## config.mk

```make
export PLATFORM = sky130hd
export DESIGN_NAME = adc_control_registers
export DESIGN_NICKNAME = d
export VERILOG_FILES = /design/src/core/adc_regs_pkg.sv /design/src/core/adc_control_registers.sv
export SDC_FILE = /design/constraint.sdc
export NUM_CORES = 1
export LEC_CHECK = 0
export BUFFER_PORTS_ARGS = -buffer_cell sky130_fd_sc_hd__buf_2
export CAP_MARGIN = 20
export CORE_ASPECT_RATIO = 0.75
export CORE_MARGIN = 2
export CORE_UTILIZATION = 35
export CTS_CLUSTER_DIAMETER = 150
export CTS_CLUSTER_SIZE = 16
export DETAILED_ROUTE_END_ITERATION = 16
export SYNTH_ARGS = -nofsm -noshare
export SYNTH_HDL_FRONTEND = slang
export SYNTH_SLANG_ARGS = --single-unit
```

## constraint.sdc

```tcl
create_clock -name sys_clk -period 1.3 [get_ports sys_clk]
set_clock_uncertainty 0.15 [all_clocks]
set_input_delay 0 -clock sys_clk [delete_from_list [all_inputs] [get_ports sys_clk]]
set_output_delay 0 -clock sys_clk [all_outputs]
set_load 0.02 [all_outputs]
```

## src/core/adc_regs_pkg.sv

```systemverilog
package adc_regs_pkg;
  // ----------------------------------------------------------------
  // Register map
  // ----------------------------------------------------------------
  localparam logic [7:0] OFS_RESULT_HIGH = 8'h17;
  localparam logic [7:0] OFS_CONTROL = 8'h18;
  localparam logic [7:0] OFS_SELECT = 8'h19;
  // ----------------------------------------------------------------
  // Field positions
  // ----------------------------------------------------------------
  localparam int POS_START = 3;
  localparam int POS_NIBBLE_LO = 4;
  localparam int POS_REF_LO = 6;
  // ----------------------------------------------------------------
  // Reset values
  // ----------------------------------------------------------------
  localparam logic [2:0] RST_CLOCK_SELECT = 3'h0;
  localparam logic [1:0] RST_REFERENCE = 2'h0;
  localparam logic [4:0] RST_CHANNEL = 5'h1f;
  localparam logic [11:0] RST_RESULT = 12'h000;
  localparam logic [7:0] RST_DIVIDER = 8'h00;
  localparam logic [7:0] RDATA_IDLE = 8'h00;
  localparam logic [1:0] REF_RESERVED = 2'h2;
  // Widest conversion clock divider, system clock / 256
  localparam int DIV_MAX_LOG2 = 8;
  typedef enum logic [1:0] {
    ST_IDLE = 2'b00,
    ST_BUSY = 2'b01
  } conv_state_type;
endpackage : adc_regs_pkg

```

## src/core/adc_control_registers.sv

```systemverilog
// Contract
// - Result bits 11..4 read back as a read-only byte at 17h.
// - Result bits 3..0 read back in bits 7..4 of the control register at 18h.
// - Hardware clears the start bit when the conversion ends, so zero means done.
// - Control bits 2..0 divide the system clock by 256 down to 2 for codes 000 to 111.
// - Select bits 7..6 choose the reference, reset 00, and code 10 is reserved.
// - Select bits 4..0 choose the input channel, 0 is port A bit 0, reset 1F.
//
// Chosen here: the strobed register port.
`timescale 1ns/100ps
module adc_control_registers (
  input wire logic sys_clk, // 40 MHz system clock
  input wire logic sys_rst, // Synchronous reset, active high
  input wire logic [7:0] reg_addr, // Register address
  input wire logic [7:0] reg_wdata, // Write data
  input wire logic reg_write, // Write strobe
  input wire logic reg_read, // Read strobe
  output logic [7:0] reg_rdata, // Read data, one cycle after strobe
  output logic conv_start, // One-cycle start pulse to core
  output logic conv_clk_en, // Conversion clock enable pulse
  input wire logic conv_done, // Core end-of-conversion pulse
  input wire logic [11:0] conv_result, // Core result, valid with conv_done
  output logic [1:0] reference_select, // Reference choice to core
  output logic [4:0] input_channel_select // Channel choice to multiplexer
);
  // ----------------------------------------------------------------
  // State
  // ----------------------------------------------------------------
  logic start_reg;
  logic [2:0] clock_select_reg;
  logic [1:0] reference_reg;
  logic [4:0] channel_reg;
  logic [11:0] result_reg;
  logic [7:0] rdata_reg;
  logic [7:0] div_reg;
  logic conv_start_reg;
  adc_regs_pkg::conv_state_type state_reg;
  adc_regs_pkg::conv_state_type state_next;

  // ----------------------------------------------------------------
  // Decode
  // ----------------------------------------------------------------
  wire logic wr_control = reg_write && (reg_addr == adc_regs_pkg::OFS_CONTROL);
  wire logic wr_select = reg_write && (reg_addr == adc_regs_pkg::OFS_SELECT);
  wire logic start_req = wr_control && reg_wdata[adc_regs_pkg::POS_START] && !start_reg;
  wire logic finish = (state_reg == adc_regs_pkg::ST_BUSY) && conv_done;
  wire logic [7:0] control_view = {result_reg[3:0], start_reg, clock_select_reg};
  wire logic [7:0] select_view = {reference_reg, 1'b0, channel_reg};
  logic [7:0] rdata_next;

  always_comb begin
    case (reg_addr)
      adc_regs_pkg::OFS_RESULT_HIGH: rdata_next = result_reg[11:4];
      adc_regs_pkg::OFS_CONTROL: rdata_next = control_view;
      adc_regs_pkg::OFS_SELECT: rdata_next = select_view;
      default: rdata_next = 8'h00;
    endcase
  end

  // Divider tap: code 0 -> /256 (bit 7 wrap), code 7 -> /2 (bit 0 wrap)
  function automatic logic div_tick(input logic [7:0] cnt, input logic [2:0] code);
    logic [7:0] mask;
    mask = 8'hff >> code;
    div_tick = ((cnt & mask) == mask);
  endfunction : div_tick

  always_comb begin
    state_next = state_reg;
    case (state_reg)
      adc_regs_pkg::ST_IDLE: if (start_req) state_next = adc_regs_pkg::ST_BUSY;
      adc_regs_pkg::ST_BUSY: if (conv_done) state_next = adc_regs_pkg::ST_IDLE;
      default: state_next = adc_regs_pkg::ST_IDLE;
    endcase
  end

  // ----------------------------------------------------------------
  // Registers
  // ----------------------------------------------------------------
  // Conversion state and the start bit
  always_ff @(posedge sys_clk) begin
    if (sys_rst) begin
      state_reg <= adc_regs_pkg::ST_IDLE;
      start_reg <= 1'b0;
      conv_start_reg <= 1'b0;
    end else begin
      state_reg <= state_next;
      conv_start_reg <= start_req;
      if (start_req) begin
        start_reg <= 1'b1;
      end else if (finish) begin
        start_reg <= 1'b0;
      end
    end
  end

  // Result holds until a completion loads all twelve bits at once
  always_ff @(posedge sys_clk) begin
    if (sys_rst) begin
      result_reg <= adc_regs_pkg::RST_RESULT;
    end else if (finish) begin
      result_reg <= conv_result;
    end
  end

  // Software selections, reserved reference code refused
  wire logic ref_reserved = (reg_wdata[7:6] == adc_regs_pkg::REF_RESERVED);
  always_ff @(posedge sys_clk) begin
    if (sys_rst) begin
      clock_select_reg <= adc_regs_pkg::RST_CLOCK_SELECT;
      reference_reg <= adc_regs_pkg::RST_REFERENCE;
      channel_reg <= adc_regs_pkg::RST_CHANNEL;
    end else begin
      if (wr_control) clock_select_reg <= reg_wdata[2:0];
      if (wr_select && !ref_reserved) reference_reg <= reg_wdata[7:6];
      if (wr_select) channel_reg <= reg_wdata[4:0];
    end
  end

  // Read data stands one cycle after the strobe, zero otherwise
  always_ff @(posedge sys_clk) begin
    if (sys_rst) begin
      rdata_reg <= adc_regs_pkg::RDATA_IDLE;
    end else begin
      rdata_reg <= reg_read ? rdata_next : adc_regs_pkg::RDATA_IDLE;
    end
  end

  // Free-running divider, tapped by the clock select code
  always_ff @(posedge sys_clk) begin
    if (sys_rst) begin
      div_reg <= adc_regs_pkg::RST_DIVIDER;
    end else begin
      div_reg <= div_reg + 8'h01;
    end
  end

  assign reg_rdata = rdata_reg;
  assign conv_start = conv_start_reg;
  assign conv_clk_en = div_tick(div_reg, clock_select_reg);
  assign reference_select = reference_reg;
  assign input_channel_select = channel_reg;
endmodule : adc_control_registers

```

==> qor.txt, run 1 <==
status: finished with violations
failing checks: setup timing
Root Driver: clkbuf_8
leak pwr: 1.12 nW
port buffer count: 48
Detailed Place HPWL: 3110 um
Bufs and invs on worst path: 1
vias in the first global route: 1567
RD Place Congestion: 0.736
clk buf depth: 2
clk_lat worst skew: 290 ps
peak per-stage delay on the critical path: 340 ps
Mapped Cells: 201
max_cap viols: 0
Synth cell types: 36
die width: 86.7 um
post-synthesis mux area share: 8.85%
setup violators final: 1
power density cells: 965 nW/um2
number of clock sinks: 41
max FFs per register: 12
DRT antenna net count: 0
VDD IR max: 0.000555 V
Post-Synth Adder-Cell Area: 0.697%
Logic pwr share: 9.8%
Ports: 50
peak fanout along the critical path: 4
count of nets after finishing: 320
GRT Total Usage: 16.1%
fin crit share: 109%
count of inserted antenna diode cells: 0
Post-Route WL: 4540 um
Synth Area in Compound Gates: 12.9%
share of cells above drive strength 1: 36.9%
Least-Margin Pin Slew: 318 ps
setup ws final: -120 ps
post-layout min period: 1420 ps
cts bufs inserted: 5
final hold violation count: 0
Worst-path clk slew: 90 ps
Internal: 1.98 mW
Pre-antenna DRT Iters: 4
Initial Util: 36.4%
Via-to-Cell Ratio: 4.97
H-Tree Depth: 2
most common cell after layout, fill and taps aside: buf_2
XOR/XNOR Fraction of Synth Area: 1.46%
Primary FF master, synth: dfxtp_1
sw frac: 22.6%
TNS Setup: -120 ps
Critical Path Start Type: flip-flop
Yosys top cell area share: 45.7%
largest net degree at the start of global routing: 18
drt drc: 0
FP Rows: 22
slowest CP cell: dfxtp_2
most frequent cells in the layout: 46 x buf_2, 36 x nand2_1, 32 x dfxtp_1, 24 x a21oi_1
sequential fraction of the synthesis area: 45.7%
crit-path leading delay family: compound AO/OA/AOI/OAI gates
Post-Syn Nets: 235
global-route wire length before repair: 7110 um
Yosys warning count: 0
Synth area leader: dfxtp_1
initial drt markers: 64
worst hold path type: in -> reg
EDFF count, synth: 0
Die Ht: 66.0 um
DR WL/cell: 13.1 um
area growth from synthesis to layout: 47.7%
Register Area: 840 um2
Critical Path, Cell by Cell: o31a_1 > o211a_1 > buf_6
vias post-DR: 1724
antenna violations before repair: 0
Pins Over Slew Limit: 0
RSZ-0062 raised after global routing: true
clock power share: 40.6%
maximum clock frequency: 704 MHz
total gr overflow: 0
fill count: 462
R2R setup slack: 30 ps
CTS tree: built
Post-Syn Area: 1800 um2
Setup CP Type: reg -> out
Rel. slew slack: 78.8%
Reg power frac: 49.6%
Synth Register Bits: 41
fraction of registers with async set/reset: 0%
worst path required time: 1150 ps
Critical Path End Type: primary output
multi-input logic area: 958 um2
PnR Total Power: 2.56 mW
Die Footprint: 5720 um2
Post-Synth Simple-Gate Area: 25.9%
ranking of synthesized cells by area: dfxtp_1 46%, nand2_1 7.5%, a21oi_1 7.0%
syn_area_per_cell: 8.93 um2
CP Data Arrival Time: 1270 ps
largest family of logic cells by synthesized area: simple AND/OR/NAND/NOR gates
Switch Pwr: 0.578 mW
core region area: 4930 um2
-- cell type report --
class                           count  area share, %
Sequential cell                    41           31.7
Inverter                            2          0.283
Multi-Input combinational cell    145           36.1
Clock buffer                        5           2.60
Clock inverter                      3           1.75
Tap cell                           60           2.83
Timing Repair Buffer               91           24.7
-- tightest hold or removal path: cells and delay by family --
family                 cells  cell delay [ps]
AND/OR/NAND/NOR            1              170
buffers and inverters      1              150
multiplexers               1               90
-- per-layer routing --
metal / GRT usage (%) / vias up / wire [um]
met5: 0 / - / 0
met4: 4.10 / 0 / 38
met3: 4.62 / 5 / 221
met2: 27.4 / 41 / 2120
met1: 19.9 / 807 / 2170
li1: - / 871 / -
-- Yosys cell counts, types with 2 or more instances --
| cell | count |
|---|---|
| buf_2 | 2 |
| dfxtp_1 | 41 |
| nor2b_1 | 2 |
| o211a_1 | 2 |
| o21ai_0 | 4 |
| mux2_2 | 7 |
| and3_1 | 2 |
| xor2_1 | 2 |
| buf_6 | 2 |
| or3_1 | 3 |
| mux2i_1 | 8 |
| nor2_1 | 14 |
| a21oi_1 | 25 |
| nand3_1 | 20 |
| clkbuf_1 | 7 |
| and4b_1 | 3 |
| inv_1 | 2 |
| nand2_1 | 36 |
| buf_4 | 2 |
-- power by group through the flow --
stage / clock, mW / sequential (mW) / combinational (mW)
after CTS: 1.06 / 1.27 / 0.236
after global placement: 0 / 1.30 / 0.184
after detailed placement: 0 / 1.30 / 0.185
after floorplan: 0 / 1.30 / 0.0812
final: 1.04 / 1.27 / 0.251
after global routing: 1.12 / 1.27 / 0.272
-- cell families after synthesis --
| kind of cell | after synthesis |
|---|---|
| simple gates | 89 |
| flops | 41 |
| compound gates | 37 |
| buf+inv | 15 |
| mux | 15 |
| xor+xnor | 3 |
| fa+ha+maj | 1 |
-- path summary, 6_finish.rpt --
path | startpoint | to | cells after the start
hold / removal | reg_addr[0] | input_channel_select[2] | 3
hold reg to reg | result_reg[3] | result_reg[3] | 2
setup reg to reg | start_reg | state_reg[0] | 3
setup / recovery | clock_select_reg[0] | conv_clk_en | 3
-- repair_timing --
| item | 4_1_cts | 5_1_grt |
|---|---|---|
| gates resized for setup | 12 | 17 |
| hold endpoints to repair | 40 | 0 |
| buffers inserted | 1 | 3 |
| setup endpoints to repair | 1 | 7 |
| hold buffers | 22 | 0 |
| pin swaps | 1 | 4 |
-- per-stage QoR --
| step | hold WS [ps] | utilization, % | setup slack [ps] | instances | instance area, um2 |
|---|---|---|---|---|---|
| floorplan | -14.0 | - | 58.0 | 201 | 1800 |
| global route | 25.3 | 53.8 | -174 | 347 | 2650 |
| CTS | 39.5 | 52.0 | -129 | 345 | 2560 |
| finish | 9.17 | 53.8 | -120 | 347 | 2650 |
| global placement | 94.5 | 44.6 | 23.7 | 314 | 2200 |
| detailed placement | 97.6 | 44.6 | -6.59 | 314 | 2200 |
Power figures use the tool's default switching activity.
==> run 2, diff against run 1 <==
--- a/config.mk
+++ b/config.mk
@@ -8,7 +8,7 @@
 export BUFFER_PORTS_ARGS = -buffer_cell sky130_fd_sc_hd__buf_2
 export CAP_MARGIN = 20
 export CORE_ASPECT_RATIO = 0.75
-export CORE_MARGIN = 2
+export CORE_MARGIN = 8
 export CORE_UTILIZATION = 35
 export CTS_CLUSTER_DIAMETER = 150
 export CTS_CLUSTER_SIZE = 16
==> run 2 against run 1 <==
  * Largest cell class unchanged
  * Total power decreased by 9.6%
  * Fmax decreased by 3.1%
  * Largest power group unchanged
  * Hold slack got worse by 78 ps
  * The flow finishes with violations (hold timing, setup timing)
  * Via count decreased by 0.64%
  * Sequential power about the same
  * Register-to-register slack about the same
  * Critical path depth unchanged
==> qor.txt, run 2 (synthesis results as in run 1) <==
most common cell after layout, fill and taps aside: buf_2
setup violators final: 1
CTS tree: built
fill count: 491
R2R setup slack: 20 ps
max_cap viols: 0
largest net degree at the start of global routing: 34
Rel. slew slack: 76.1%
total gr overflow: 0
post-layout min period: 1460 ps
Worst Hold End: start_reg
RSZ-0062 raised after global routing: true
crit-path leading delay family: compound AO/OA/AOI/OAI gates
Root Driver: clkbuf_8
max FFs per register: 12
Setup CP Type: reg -> out
reg2reg end: state_reg[0]
worst path required time: 1150 ps
DR WL/cell: 14.0 um
GRT Total Usage: 13.4%
initial drt markers: 64
cts hold-fix bufs: 25
final hold violation count: 4
Initial Util: 36.4%
vias post-DR: 1713
clock power share: 35.1%
global-route wire length before repair: 8360 um
Die Footprint: 7700 um2
peak fanout along the critical path: 5
hold path depth: 4
drt drc: 0
reg2reg start: start_reg
PnR Total Power: 2.31 mW
Critical Path Start Type: flip-flop
Reg power frac: 55.0%
Detailed Place HPWL: 3370 um
port buffer count: 48
Least-Margin Pin Slew: 359 ps
sw frac: 23.7%
Final Util: 51.1%
Placed Cells incl. Taps: 311
count of inserted antenna diode cells: 0
Critical Path, Cell by Cell: o31a_1 > o211a_1 > buf_6
count of nets after finishing: 314
Die Ht: 78.0 um
setup ws final: -165 ps
fin crit share: 113%
DRT antenna net count: 0
CP Data Arrival Time: 1310 ps
die width: 98.7 um
clk_lat worst skew: 290 ps
most frequent cells in the layout: 46 x buf_2, 35 x nand2_1, 32 x dfxtp_1, 24 x a21oi_1, 22 x dlygate4sd3_1
critical hold path startpoint: reg_addr[6]
Worst-path clk slew: 80 ps
number of clock sinks: 41
leak pwr: 1.06 nW
cts bufs inserted: 5
vias in the first global route: 1765
Via-to-Cell Ratio: 5.02
Logic pwr share: 9.9%
Bufs and invs on worst path: 1
area growth from synthesis to layout: 40.1%
VDD IR max: 0.000499 V
Pins Over Slew Limit: 0
power density cells: 920 nW/um2
failing checks: hold timing, setup timing
worst hold path type: in -> reg
Post-Route WL: 4780 um
antenna violations before repair: 0
Pre-antenna DRT Iters: 4
core region area: 4930 um2
worst hold slack: -69.2 ps
slowest CP cell: dfxtp_2
Critical Path End Type: primary output
non-filler cells, final: 341
H-Tree Depth: 2
share of cells above drive strength 1: 33.8%
TNS Setup: -165 ps
Internal: 1.77 mW
peak per-stage delay on the critical path: 350 ps
Register Area: 835 um2
status: finished with violations
Ports: 50
maximum clock frequency: 683 MHz
clk buf depth: 2
multi-input logic area: 922 um2
Switch Pwr: 0.548 mW
Worst Reg-to-Reg Cells: 3
RD Place Congestion: 0.809
FP Rows: 22
==> run 2: worst reg2reg max path: cells and delay by family (launching register included) <==
kind               cells  cell delay, ps
AOI/OAI and AO/OA      1             270
DFF                    1             340
and+or+nand+nor        2             440
==> run 2: worst max-delay path by stage <==
stage / from / to / slack [ps] / cells past startpoint
after floorplan: div_reg[0] / div_reg[6] / 60 / 4
after CTS: clock_select_reg[0] / conv_clk_en / -150 / 3
final: clock_select_reg[0] / conv_clk_en / -160 / 3
after global placement: reg_addr[5] / input_channel_select[0] / -20 / 5
after global routing: clock_select_reg[0] / conv_clk_en / -210 / 3
after detailed placement: reg_addr[5] / input_channel_select[2] / -20 / 5
==> run 2: timing repair <==
action | in CTS | in global routing
pin swaps | 1 | 7
hold endpoints to repair | 33 | 3
endpoints found under the setup margin | 1 | 6
setup buffers | 1 | 0
gates resized for setup | 9 | 10
==> run 2: layout make-up <==
cell class,count,area share (%)
clock buffers,6,2.88
clock inverters,2,0.398
inverters,2,0.298
well taps,60,2.98
multi-input cells,145,36.6
flip-flops and latches,41,33.2
repair buffers,85,23.6
==> run 2: power by group through the flow <==
stage / clock [mW] / combinational [mW] / sequential [mW]
after floorplan: 0 / 0.0812 / 1.30
after detailed placement: 0 / 0.176 / 1.30
after global routing: 0.911 / 0.255 / 1.27
final: 0.812 / 0.230 / 1.27
after global placement: 0 / 0.176 / 1.30
after CTS: 0.844 / 0.234 / 1.27
==> run 2: per-stage QoR <==
stage | setup WS (ps) | area, um2
CTS | -150 | 2520
finish | -165 | 2520
global placement | -19.4 | 2160
floorplan | 58.0 | 1800
global route | -206 | 2520
detailed placement | -22.1 | 2160
==> run 2: layer usage <==
layer,GRT usage [%],vias to the layer above,share of wire (%)
li1,-,856,-
met1,16.3,807,48
met2,20.7,44,43
met3,5.64,6,7.6
met4,5.19,0,1.3
met5,0,-,0
==> run 3, diff against run 2 <==
--- a/config.mk
+++ b/config.mk
@@ -9,10 +9,11 @@
 export CAP_MARGIN = 20
 export CORE_ASPECT_RATIO = 0.75
 export CORE_MARGIN = 8
-export CORE_UTILIZATION = 35
+export CORE_UTILIZATION = 29
 export CTS_CLUSTER_DIAMETER = 150
 export CTS_CLUSTER_SIZE = 16
 export DETAILED_ROUTE_END_ITERATION = 16
+export RECOVER_POWER = 50
 export SYNTH_ARGS = -nofsm -noshare
 export SYNTH_HDL_FRONTEND = slang
 export SYNTH_SLANG_ARGS = --single-unit
==> run 3 against run 2 <==
  * Count of clock-buffer cells in the layout shrank 1
  * Critical path depth is the same
  * Combinational power is essentially flat
  * Worst setup slack gained 30 ps
  * Via count shrank 3.0%
  * Cell area grew 3.2%
  * Fmax grew 2.1%
  * Die area grew 17%
  * Critical endpoint unchanged
  * Cell count grew 5.9%
  * Critical path type unchanged
  * Highest routed layer unchanged
  * The flow finishes with violations (setup timing)
  * Core utilization shrank 6.9 points
==> qor.txt, run 3 (synthesis results as in run 1) <==
status: finished with violations
failing checks: setup timing
count of nets after finishing: 316
RSZ-0062 raised after global routing: true
leak pwr: 1.04 nW
Detailed Place HPWL: 3550 um
largest net degree at the start of global routing: 24
max_cap viols: 0
VDD IR max: 0.000383 V
Setup CP Type: reg -> out
critical path depth in cells: 3
share of cells above drive strength 1: 30.7%
most common cell after layout, fill and taps aside: nand2_1
most frequent cells in the layout: 35 x nand2_1, 32 x dfxtp_1, 30 x buf_2, 24 x a21oi_1, 21 x dlygate4sd3_1
DP Worst Slack: -34.9 ps
multi-input logic area: 941 um2
clk buf depth: 2
post-layout min period: 1430 ps
port buffer count: 48
worst path required time: 1150 ps
H-Tree Depth: 2
DRT antenna net count: 0
clk_lat worst skew: 290 ps
RD Place Congestion: 0.810
FP Rows: 24
non-filler cells, final: 361
die width: 107 um
Worst Reg-to-Reg Cells: 5
reg2reg end: reg_rdata[0]
area growth from synthesis to layout: 44.7%
max FFs per register: 12
fin crit share: 110%
CTS tree: built
Pins Over Slew Limit: 0
Worst-path clk slew: 80 ps
CP Data Arrival Time: 1280 ps
Critical Path Start Type: flip-flop
cts bufs inserted: 5
Rel. slew slack: 78.6%
Post-Place Cell Area: 2180 um2
TNS Setup: -202 ps
Placed Cells incl. Taps: 328
worst hold path type: in -> reg
core region area: 5890 um2
Bufs and invs on worst path: 1
Initial Util: 30.5%
Die Footprint: 8990 um2
number of clock sinks: 41
setup ws final: -135 ps
drt drc: 0
R2R setup slack: 20 ps
fill count: 586
Least-Margin Pin Slew: 321 ps
critical hold path startpoint: reg_write
peak fanout along the critical path: 4
count of inserted antenna diode cells: 0
vias in the first global route: 1661
GRT Total Usage: 11.1%
final hold violation count: 0
Register Area: 845 um2
Pre-antenna DRT Iters: 4
vias post-DR: 1661
Critical Path End Type: primary output
Die Ht: 84.1 um
Post-Route WL: 4840 um
worst hold slack: 30.8 ps
Ports: 50
setup violators final: 2
global-route wire length before repair: 8230 um
Critical Path, Cell by Cell: o31a_1 > o211a_1 > buf_6
slowest CP cell: dfxtp_4
hold path depth: 3
reg2reg start: clock_select_reg[0]
post-route cell area: 2600 um2
DR WL/cell: 13.4 um
antenna violations before repair: 0
power density cells: 1040 nW/um2
initial drt markers: 97
Worst Hold End: input_channel_select[1]
crit-path leading delay family: compound AO/OA/AOI/OAI gates
Root Driver: clkbuf_8
peak per-stage delay on the critical path: 360 ps
maximum clock frequency: 697 MHz
Via-to-Cell Ratio: 4.60
total gr overflow: 0
## run 3: cell types whose count changed in the layout (fill, tap and decap cells not counted), moves of 4 or more
cell,change
buf_2,-16
clkbuf_1,+15
dfxtp_2,-4
dfxtp_4,+4
## run 3: layout make-up
cell class / instances / area share (%)
Clock buffer: 5 / 2.65
Multi-Input combinational cell: 145 / 36.2
Inverter: 2 / 0.289
Clock inverter: 3 / 2.50
Sequential cell: 41 / 32.5
Timing Repair Buffer: 87 / 22.1
Tap cell: 78 / 3.76
## run 3: where the power goes
part	switching, mW	internal (mW)	leakage, nW
combinational	0.0972	0.133	0.640
sequential	0.00965	1.26	0.337
clock	0.439	0.763	0.0681
## run 3: tightest hold or removal path: cells and delay by family
family / cells / cell delay [ps]
muxes: 1 / 90
and+or+nand+nor: 1 / 200
buffers and inverters: 1 / 130
## run 3: repair_timing
action,CTS,global route
hold buffers,21,0
pin swaps,3,4
setup endpoints to repair,1,19
gates resized for setup,10,20
setup buffers,2,2
hold endpoints to repair,31,0
## run 3: how the worst max path moves through the flow
stage	startpoint	to	slack, ps
after floorplan	div_reg[0]	div_reg[6]	60
after global placement	reg_addr[5]	reg_rdata[5]	20
after detailed placement	reg_addr[5]	reg_rdata[5]	-30
after CTS	clock_select_reg[0]	conv_clk_en	-150
after global routing	clock_select_reg[0]	conv_clk_en	-170
final	clock_select_reg[0]	conv_clk_en	-130
## run 3: metrics by stage
step	power (mW)	utilization, %
6_report	2.70	44.1
5_1_grt	2.81	44.1
4_1_cts	2.71	43.4
3_5_place_dp	1.47	37.0
3_3_place_gp	1.47	37.0
2_1_floorplan	1.38	-
## run 3: layer usage
layer	routed length (um)	vias up	part of all wire, %	global-route usage, %
met3	301	4	6.2	3.05
li1	-	861	-	-
met2	1940	46	40	14.9
met4	62	0	1.3	4.20
met5	0	-	0	0
met1	2540	750	52	16.2
